File: config.mk
export PLATFORM = sky130hd
export DESIGN_NAME = cev_unit
export DESIGN_NICKNAME = d
export VERILOG_FILES = /design/src/design/cev_pkg.sv /design/src/design/cev_sync.sv /design/src/design/cev_unit.sv
export SDC_FILE = /design/constraint.sdc
export NUM_CORES = 1
export LEC_CHECK = 0
export BUFFER_PORTS_ARGS = -buffer_cell sky130_fd_sc_hd__buf_2
export CAP_MARGIN = 25
export CORE_AREA = 3 3 157 159
export DETAILED_ROUTE_END_ITERATION = 10
export DIE_AREA = 0 0 160 162
export GPL_ROUTABILITY_DRIVEN = 1
export SLEW_MARGIN = 20
export SYNTH_ARGS = -nofsm -noshare
export SYNTH_HDL_FRONTEND = slang
export SYNTH_SLANG_ARGS = --single-unit
File: constraint.sdc
create_clock -name clk_sys -period 2.45 [get_ports clk_sys]
set_clock_uncertainty 0.1 [all_clocks]
set_input_delay 0.3675 -clock clk_sys [delete_from_list [all_inputs] [get_ports clk_sys]]
set_output_delay 0.3675 -clock clk_sys [all_outputs]
set_load 0.03 [all_outputs]
File: src/design/cev_pkg.sv
// Constants and types for the exception vectoring unit
package cev_pkg;
    localparam logic [19:0] VEC_EXT_IRQ   = 20'h00500;
    localparam logic [19:0] VEC_ALIGN     = 20'h00600;
    localparam logic [19:0] VEC_PROGRAM   = 20'h00700;
    localparam logic [19:0] VEC_FP_UNAVL  = 20'h00800;
    localparam logic [19:0] VEC_DECR      = 20'h00900;
    localparam logic [19:0] VEC_RESERVED  = 20'h00A00;
    localparam logic [19:0] VEC_RST       = 20'h00000;
    localparam int          PC_W          = 64;
    localparam int          MSW_W         = 64;
    localparam int          DEC_W         = 32;
    localparam int          CAUSE_W       = 4;
    // Cause bit positions inside save_restore_word1 cause field
    localparam int          CAUSE_FP_POS   = 0;
    localparam int          CAUSE_ILL_POS  = 1;
    localparam int          CAUSE_PRIV_POS = 2;
    localparam int          CAUSE_TRAP_POS = 3;
    localparam int          SAVE_RESTORE_WORD1_CAUSE_LSB = 43;
    localparam int          SYNC_STAGES    = 3;
    localparam logic [3:0]  CAUSE_RST      = 4'h0;
    localparam logic [63:0] WORD_RST       = 64'h0000000000000000;

    typedef enum logic [1:0] {
        CEV_IDLE  = 2'b00,
        CEV_DRAIN = 2'b01,
        CEV_TAKE  = 2'b10
    } cev_state_t;
endpackage

File: src/design/cev_sync.sv
// Three-stage input synchroniser with agreement filter
`timescale 1ns/1ps
`default_nettype none
module cev_sync (
    input  wire logic clk_sys,
    input  wire logic rst,
    input  wire logic din,
    output var  logic dout
);
    import cev_pkg::*;
    logic [SYNC_STAGES-1:0] sh_ff;
    logic [SYNC_STAGES-1:0] nxt_sh;
    logic                   out_ff;
    logic                   nxt_out;

    // Inactive level of the low-true pin is high
    always_comb begin
        nxt_sh  = {sh_ff[SYNC_STAGES-2:0], din};
        nxt_out = out_ff;
        if (sh_ff[1] == sh_ff[2]) begin
            nxt_out = sh_ff[2];
        end
    end

    always_ff @(posedge clk_sys) begin
        if (rst) begin
            sh_ff  <= '1;
            out_ff <= 1'b1;
        end else begin
            sh_ff  <= nxt_sh;
            out_ff <= nxt_out;
        end
    end

    assign dout = out_ff;
endmodule
`default_nettype wire

File: src/design/cev_unit.sv
// Exception recognition, priority and vectoring for offsets 0x500-0x900
`timescale 1ns/1ps
`default_nettype none
module cev_unit (
    input  wire logic                       clk_sys,
    input  wire logic                       rst,
    input  wire logic                       ext_irq_n,
    input  wire logic [cev_pkg::MSW_W-1:0]  machine_state_word,
    input  wire logic                       external_irq_allow,
    input  wire logic                       user_mode_flag,
    input  wire logic                       float_unit_allowed,
    input  wire logic                       float_exc_mode_bit0,
    input  wire logic                       float_exc_mode_bit1,
    input  wire logic                       inst_valid,
    input  wire logic [cev_pkg::PC_W-1:0]   inst_addr,
    input  wire logic                       inst_misaligned,
    input  wire logic                       inst_hw_fixable,
    input  wire logic                       inst_is_fp,
    input  wire logic                       inst_fp_enabled_exc,
    input  wire logic                       inst_move_to_fsc,
    input  wire logic                       fsc_cond_and_enable,
    input  wire logic                       inst_unimpl_optional,
    input  wire logic                       inst_optional_nop,
    input  wire logic                       inst_privileged,
    input  wire logic                       inst_move_special,
    input  wire logic                       special_reg_invalid,
    input  wire logic                       special_reg_msb,
    input  wire logic                       inst_trap,
    input  wire logic                       trap_cond_true,
    input  wire logic                       fsc_summary_clear,
    input  wire logic                       cq_oldest_valid,
    input  wire logic                       cq_oldest_done,
    input  wire logic                       cq_dispatched_exc,
    input  wire logic [cev_pkg::PC_W-1:0]   next_pc,
    input  wire logic [cev_pkg::DEC_W-1:0]  decrementer,
    output logic                            float_enabled_summary,
    output logic                            exc_take,
    output logic [19:0]                     exc_vector,
    output logic [cev_pkg::PC_W-1:0]        save_restore_word0,
    output logic [cev_pkg::MSW_W-1:0]       save_restore_word1,
    output logic                            fetch_redirect,
    output logic                            cq_cancel_younger,
    output logic                            inst_stall,
    output logic                            ext_irq_pending,
    output logic                            decr_pending
);
    import cev_pkg::*;

    cev_state_t         st_ff, nxt_st;
    logic               irq_sync;
    logic               dec_msb_ff, nxt_dec_msb;
    logic               dec_pend_ff, nxt_dec_pend;
    logic               fex_ff, nxt_fex;
    logic               take_ff, nxt_take;
    logic               redir_ff, nxt_redir;
    logic [19:0]        vec_ff, nxt_vec;
    logic [PC_W-1:0]    srr0_ff, nxt_srr0;
    logic [MSW_W-1:0]   save_restore_word1_ff, nxt_save_restore_word1;
    logic               async_vec_ff, nxt_async_vec;
    logic               c_align, c_fpu, c_fpen, c_ill, c_priv, c_trap, c_prog, c_sync;
    logic               irq_req;
    logic [CAUSE_W-1:0] cause;

    cev_sync u_irq_sync (
        .clk_sys (clk_sys),
        .rst     (rst),
        .din     (ext_irq_n),
        .dout    (irq_sync)
    );

    // Instruction-caused conditions
    always_comb begin
        c_align = inst_valid && inst_misaligned && !inst_hw_fixable;
        c_fpu   = inst_valid && inst_is_fp && !float_unit_allowed;
        c_fpen  = inst_valid && fex_ff && (float_exc_mode_bit0 || float_exc_mode_bit1);
        c_ill   = inst_valid && inst_unimpl_optional && !inst_optional_nop;
        c_priv  = inst_valid && user_mode_flag
                  && (inst_privileged
                      || (inst_move_special && special_reg_invalid && special_reg_msb));
        c_trap  = inst_valid && inst_trap && trap_cond_true;
        c_prog  = c_fpen || c_ill || c_priv || c_trap;
        c_sync  = c_align || c_fpu || c_prog;
        cause   = CAUSE_RST;
        cause[CAUSE_FP_POS]   = c_fpen;
        cause[CAUSE_ILL_POS]  = c_ill;
        cause[CAUSE_PRIV_POS] = c_priv;
        cause[CAUSE_TRAP_POS] = c_trap;
        irq_req = !irq_sync && external_irq_allow;
    end

    // Summary flag and decrementer edge tracking
    always_comb begin
        nxt_dec_msb  = decrementer[DEC_W-1];
        nxt_dec_pend = dec_pend_ff;
        nxt_fex      = fex_ff;
        // Software clear loses to a fresh setting event
        if (fsc_summary_clear) begin
            nxt_fex = 1'b0;
        end
        if (inst_valid && (inst_fp_enabled_exc || (inst_move_to_fsc && fsc_cond_and_enable))) begin
            nxt_fex = 1'b1;
        end
        // Cleared as the take issues, so idle cannot start a second take
        if (st_ff == CEV_TAKE && !async_vec_ff) begin
            nxt_dec_pend = 1'b0;
        end
        if (!dec_msb_ff && decrementer[DEC_W-1]) begin
            nxt_dec_pend = 1'b1;
        end
    end

    // Select one exception, drain for the async ones
    always_comb begin
        nxt_st        = st_ff;
        nxt_take      = 1'b0;
        nxt_redir     = 1'b0;
        nxt_vec       = vec_ff;
        nxt_srr0      = srr0_ff;
        nxt_save_restore_word1      = save_restore_word1_ff;
        nxt_async_vec = async_vec_ff;
        case (st_ff)
            CEV_IDLE: begin
                // Fixed order: alignment, fp unavailable, program, irq, decrementer
                if (c_sync) begin
                    nxt_take  = 1'b1;
                    nxt_redir = 1'b1;
                    nxt_srr0  = inst_addr;
                    nxt_save_restore_word1  = machine_state_word;
                    if (c_align) begin
                        nxt_vec = VEC_ALIGN;
                    end else if (c_fpu) begin
                        nxt_vec = VEC_FP_UNAVL;
                    end else begin
                        nxt_vec = VEC_PROGRAM;
                        nxt_save_restore_word1[SAVE_RESTORE_WORD1_CAUSE_LSB +: CAUSE_W] = cause;
                    end
                end else if (irq_req || (dec_pend_ff && external_irq_allow)) begin
                    nxt_st        = CEV_DRAIN;
                    nxt_async_vec = irq_req ? 1'b1 : 1'b0;
                end
            end
            CEV_DRAIN: begin
                // Oldest finishes, dispatched exceptions win first
                if (cq_dispatched_exc || c_sync) begin
                    nxt_st = CEV_IDLE;
                end else if (!external_irq_allow) begin
                    // Mask dropped mid-drain: back off, decrementer stays pending
                    nxt_st = CEV_IDLE;
                end else if (!cq_oldest_valid || cq_oldest_done) begin
                    nxt_st    = CEV_TAKE;
                end
            end
            CEV_TAKE: begin
                nxt_st    = CEV_IDLE;
                nxt_take  = 1'b1;
                nxt_redir = 1'b1;
                nxt_srr0  = next_pc;
                nxt_save_restore_word1  = machine_state_word;
                nxt_vec   = async_vec_ff ? VEC_EXT_IRQ : VEC_DECR;
            end
            default: begin
                nxt_st = CEV_IDLE;
            end
        endcase
    end

    always_ff @(posedge clk_sys) begin
        if (rst) begin
            st_ff        <= CEV_IDLE;
            dec_msb_ff   <= 1'b0;
            dec_pend_ff  <= 1'b0;
            fex_ff       <= 1'b0;
            take_ff      <= 1'b0;
            redir_ff     <= 1'b0;
            vec_ff       <= VEC_RST;
            srr0_ff      <= WORD_RST;
            save_restore_word1_ff      <= WORD_RST;
            async_vec_ff <= 1'b0;
        end else begin
            st_ff        <= nxt_st;
            dec_msb_ff   <= nxt_dec_msb;
            dec_pend_ff  <= nxt_dec_pend;
            fex_ff       <= nxt_fex;
            take_ff      <= nxt_take;
            redir_ff     <= nxt_redir;
            vec_ff       <= nxt_vec;
            srr0_ff      <= nxt_srr0;
            save_restore_word1_ff      <= nxt_save_restore_word1;
            async_vec_ff <= nxt_async_vec;
        end
    end

    assign float_enabled_summary = fex_ff;
    assign exc_take              = take_ff;
    assign exc_vector            = vec_ff;
    assign save_restore_word0    = srr0_ff;
    assign save_restore_word1    = save_restore_word1_ff;
    assign fetch_redirect        = redir_ff;
    assign cq_cancel_younger     = (st_ff == CEV_TAKE);
    // Holding dispatch keeps new work out while draining
    assign inst_stall            = (st_ff != CEV_IDLE);
    assign ext_irq_pending       = !irq_sync;
    assign decr_pending          = dec_pend_ff;

    AST_EXT_VEC: assert property (@(posedge clk_sys) disable iff (rst)
        (st_ff == CEV_TAKE && async_vec_ff) |=> (exc_take && exc_vector == VEC_EXT_IRQ))
        else $error("irq take did not vector to 0x500");
    AST_IRQ_MASK: assert property (@(posedge clk_sys) disable iff (rst)
        (st_ff == CEV_IDLE && !external_irq_allow) |=> st_ff == CEV_IDLE)
        else $error("async work started while masked");
    AST_CANCEL: assert property (@(posedge clk_sys) disable iff (rst)
        cq_cancel_younger |-> $past(st_ff) == CEV_DRAIN)
        else $error("cancel without drain");
    AST_DRAIN_WAIT: assert property (@(posedge clk_sys) disable iff (rst)
        (st_ff == CEV_DRAIN && cq_oldest_valid && !cq_oldest_done) |=> !cq_cancel_younger)
        else $error("cancel before oldest completed");
    AST_DISP_FIRST: assert property (@(posedge clk_sys) disable iff (rst)
        (st_ff == CEV_DRAIN && cq_dispatched_exc) |=> st_ff == CEV_IDLE)
        else $error("async taken over dispatched exception");
    AST_ALIGN: assert property (@(posedge clk_sys) disable iff (rst)
        (st_ff == CEV_IDLE && c_align) |=> (exc_take && exc_vector == VEC_ALIGN))
        else $error("alignment not vectored");
    AST_PROG_CAUSE: assert property (@(posedge clk_sys) disable iff (rst)
        (st_ff == CEV_IDLE && !c_align && !c_fpu && c_priv) |=>
        (exc_vector == VEC_PROGRAM && save_restore_word1[SAVE_RESTORE_WORD1_CAUSE_LSB + CAUSE_PRIV_POS]))
        else $error("program cause missing");
    AST_FPEN: assert property (@(posedge clk_sys) disable iff (rst)
        (st_ff == CEV_IDLE && !c_align && !c_fpu && c_fpen) |=>
        (exc_vector == VEC_PROGRAM && save_restore_word1[SAVE_RESTORE_WORD1_CAUSE_LSB + CAUSE_FP_POS]))
        else $error("fp enabled cause missing");
    AST_FEX_SET: assert property (@(posedge clk_sys) disable iff (rst)
        (inst_valid && inst_move_to_fsc && fsc_cond_and_enable) |=> float_enabled_summary)
        else $error("summary not set");
    AST_FEX_INST: assert property (@(posedge clk_sys) disable iff (rst)
        (inst_valid && inst_fp_enabled_exc) |=> float_enabled_summary)
        else $error("summary not set by fp op");
    AST_ILL: assert property (@(posedge clk_sys) disable iff (rst)
        (st_ff == CEV_IDLE && !c_align && !c_fpu && c_ill) |=>
        (exc_vector == VEC_PROGRAM && save_restore_word1[SAVE_RESTORE_WORD1_CAUSE_LSB + CAUSE_ILL_POS]))
        else $error("illegal cause missing");
    AST_NOP_LEGAL: assert property (@(posedge clk_sys) disable iff (rst)
        (st_ff == CEV_IDLE && inst_valid && inst_unimpl_optional && inst_optional_nop && !c_align && !c_fpu
         && !c_fpen && !c_priv && !c_trap) |=> !exc_take)
        else $error("optional no-op raised an exception");
    AST_TRAP: assert property (@(posedge clk_sys) disable iff (rst)
        (st_ff == CEV_IDLE && !c_align && !c_fpu && c_trap) |=>
        (exc_vector == VEC_PROGRAM && save_restore_word1[SAVE_RESTORE_WORD1_CAUSE_LSB + CAUSE_TRAP_POS]))
        else $error("trap cause missing");
    AST_FPU: assert property (@(posedge clk_sys) disable iff (rst)
        (st_ff == CEV_IDLE && !c_align && c_fpu) |=> exc_vector == VEC_FP_UNAVL)
        else $error("fp unavailable not vectored");
    AST_DEC_RISE: assert property (@(posedge clk_sys) disable iff (rst)
        (!dec_msb_ff && decrementer[DEC_W-1]) |=> decr_pending)
        else $error("decrementer rise not pending");
    AST_DEC_TAKE: assert property (@(posedge clk_sys) disable iff (rst)
        (st_ff == CEV_TAKE && !async_vec_ff) |=> (exc_take && exc_vector == VEC_DECR))
        else $error("decrementer take did not vector to 0x900");
    AST_DEC_PEND: assert property (@(posedge clk_sys) disable iff (rst)
        (decr_pending && !external_irq_allow && !(st_ff == CEV_TAKE && !async_vec_ff)) |=> decr_pending)
        else $error("masked decrementer lost");
    AST_DRAIN_MASK: assert property (@(posedge clk_sys) disable iff (rst)
        (st_ff == CEV_DRAIN && !external_irq_allow) |=> st_ff == CEV_IDLE)
        else $error("drain went on while masked");
    AST_NO_A00: assert property (@(posedge clk_sys) disable iff (rst)
        exc_vector != VEC_RESERVED)
        else $error("reserved vector used");
    AST_ASYNC_DEFER: assert property (@(posedge clk_sys) disable iff (rst)
        (st_ff == CEV_IDLE && c_sync) |=>
        (exc_take && st_ff == CEV_IDLE && exc_vector != VEC_EXT_IRQ && exc_vector != VEC_DECR))
        else $error("async exception ahead of instruction exception");
    AST_REDIR: assert property (@(posedge clk_sys) disable iff (rst)
        exc_take |-> fetch_redirect)
        else $error("take without redirect");
    AST_SRR0_SYNC: assert property (@(posedge clk_sys) disable iff (rst)
        (st_ff == CEV_IDLE && c_sync) |=> save_restore_word0 == $past(inst_addr))
        else $error("return address not saved");
    AST_SAVE_RESTORE_WORD1_STATE: assert property (@(posedge clk_sys) disable iff (rst)
        (st_ff == CEV_TAKE) |=> save_restore_word1 == $past(machine_state_word))
        else $error("machine state not saved");

    COV_IRQ: cover property (@(posedge clk_sys) exc_take && exc_vector == VEC_EXT_IRQ);
    COV_DEC: cover property (@(posedge clk_sys) exc_take && exc_vector == VEC_DECR);
    COV_PROG: cover property (@(posedge clk_sys) exc_take && exc_vector == VEC_PROGRAM);
    COV_ALIGN: cover property (@(posedge clk_sys) exc_take && exc_vector == VEC_ALIGN);
    COV_FPU: cover property (@(posedge clk_sys) exc_take && exc_vector == VEC_FP_UNAVL);
endmodule
`default_nettype wire

==> results.yml <==
critical_path:
  r2r_cells: 6
  worstPathMaxFanout: 103
  cp-start-kind: "flip-flop"
  critPathArrivalTime_ps: 2290
  cp_slowest_cell: "buf_12"
  crit_family: "compound AO/OA/AOI/OAI gates"
  crit_cells: 6
  max_stage_delay_ps: 390
  worst-path-buf-inv: 1
  worstPathRequired_ps: 2680
  crit_type: "reg -> reg"
  cp_cell_sequence: "o21ai_0 > a21oi_1 > o41a_2 > buf_12 > nor2_1 > a311oi_2"
  end_kind: "flip-flop"
synthesis:
  synth.most_common_cell: "nand2_1"
  synthArstFlopShare: 0
  synth_cells: 739
  yosys.area.top_type: "dfxtp_1"
  synth_top_area_frac: 0.469
  syn_area_per_cell_um2: 8.25
  synth-edff-count: 0
  yosys_warnings: 0
  yosysSeqAreaShare: 0.469
  ys_seq_elements: 143
  synth_area_um2: 6100
  ys.flop_type: "dfxtp_1"
  synth.distinct_cells: 35
  synth_area_leaders: "dfxtp_1 (47%), nand2_1 (16%), a311oi_2 (12%)"
  synthTopCellsByCount: "nand2_1 (260), dfxtp_1 (143), nor2_1 (79)"
pwr:
  leakagePower_nw: 4.15
  clkPwrFrac: 0.383
  p_switching_mw: 2.32
  power_density_nw_per_um2: 787
  p_sw_frac: 0.339
  p_seq_frac: 0.387
  combPwrFrac: 0.231
  ir_worst_vdd_mv: 0.337
  p_int_mw: 4.53
clocking:
  cts_setup_buffers: 0
  htreeDepth: 4
  clk_pin_slew_ps: 70
  root_buffer: "clkbuf_16"
  cts_hold_buf: 0
  postCtsResizedCells: 0
  clock_sinks: 143
  cts_tree: "done"
  insertion_delay_ps: 410
  clockBufferDepth: 2
  cts_made_buffers: 17
cells_and_area:
  nets: 1318
  area_growth_pct: 42.8
  nFillCells: 2528
  drive_gt1_frac: 0.426
sta:
  period_needed_ps: 2070
  setup_slack_ps: 384
  tns_ps: 0
  drv_slew: 0
  slew_headroom: 0.621
  setup_viol: 0
  hold_viol_final: 0
  rsz0062_at_grt: "no"
  min_period_over_period: 0.843
  tightest_slew_ps: 568
  fmax_mhz: 484
die:
  io_pins: 406
  rows: 56
  die_x_um: 160
  start_util: 0.261
  core_um2: 23400
  die_area_um2: 25900
  dieHeight_um: 162
global_routing:
  grtUsageTotal: 0.152
  grt_pass1_wl_um: 31800
  overflow: 0
  grt_max_degree: 104
  grt_pass1_vias: 5952
  antenna_found_initial: 1
route:
  routed_wirelength_um: 20300
  post_drt_wl_per_cell_um: 14.5
  drc: 0
  dr.pass1.iters: 4
  antenna_left: 0
  vias: 6104
  drtIter0Drc: 338
  viasPerCell: 4.36
placement:
  dp_hpwl_um: 14900
  port_buffers: 358
  gp_congestion: 0.786
  place_ws_ps: 68.4
worst_hold_path:
  hold_depth: 2
  hp-class: "in -> reg"
job:
  cap_violations: 0
outcome:
  status: "complete, no violations"
-- power by group through the flow --
stage	registers (mW)	clock network (mW)	logic, mW
finish	2.65	2.62	1.58
global route	2.68	2.83	1.71
CTS	2.65	2.74	1.60
detailed placement	2.70	0	1.60
global placement	2.70	0	1.58
floorplan	3.14	0	0.654
-- cells by family (layout without fill, tap and decap cells) --
logic type / Yosys count / after routing / share of synthesized area
simple gates: 359 / 359 / 0.230
compound gates: 151 / 151 / 0.225
buf+inv: 85 / 411 / 0.0751
flops: 143 / 143 / 0.469
other cells: 1 / 17 / 0.000615
-- cell usage in the layout, fill, tap and decap left out, drive strengths merged, types with 4 or more instances in the layout --
cell type    n
clkbuf      17
or3          4
a21oi       68
dfxtp      143
conb        16
nand2      260
nor2        79
inv         16
o21ai        4
a311oi      68
buf        371
clkinv       5
-- through the flow --
| stage | hold slack [ps] | util | cell area [um^2] | total power, mW | cells |
|---|---|---|---|---|---|
| finish | 40.3 | 0.372 | 8710 | 6.85 | 1400 |
| global route | 13.6 | 0.372 | 8710 | 7.22 | 1400 |
| CTS | 10.1 | 0.372 | 8710 | 6.99 | 1399 |
| detailed placement | 303 | 0.347 | 8110 | 4.30 | 1367 |
| global placement | 302 | 0.347 | 8110 | 4.28 | 1367 |
| floorplan | 289 | - | 6160 | 3.79 | 754 |
-- path summary, 6_finish.rpt --
| kind | slack [ps] | from | to |
|---|---|---|---|
| worst max-delay path | 380 | float_enabled_summary | save_restore_word0[22] |
| worst min-delay path | 40 | ext_irq_n | u_irq_sync.sh_ff[0] |
| worst max register to register | 380 | float_enabled_summary | save_restore_word0[22] |
| worst min register to register | 330 | u_irq_sync.sh_ff[0] | u_irq_sync.sh_ff[1] |
-- flip-flops by register name (all words and copies together), names as in the netlist --
name,count
async_vec_ff,1
u_irq_sync.dout,1
fetch_redirect,1
float_enabled_summary,1
u_irq_sync.sh_ff,3
exc_vector,4
decr_pending,1
save_restore_word0,64
save_restore_word1,64
dec_msb_ff,1
st_ff,2
-- area by class of cell --
type / count / area [um^2] / area share
clock buffer: 17 / 425 / 0.0488
antenna: 1 / 2.50 / 0.000287
tap: 319 / 399 / 0.0458
timing repair buffer: 371 / 1980 / 0.228
sequential: 143 / 2860 / 0.329
inverter: 8 / 30.0 / 0.00345
multi-input combinational: 526 / 2840 / 0.326
clock inverter: 15 / 170 / 0.0195
-- routing by layer --
layer	GRT usage	up-vias	routed length (um)
met5	0	-	0
met4	0.0454	0	325
met3	0.0485	19	1430
met2	0.264	216	10200
met1	0.179	2763	8400
li1	-	3106	-
(Power assumes the default switching activity.)
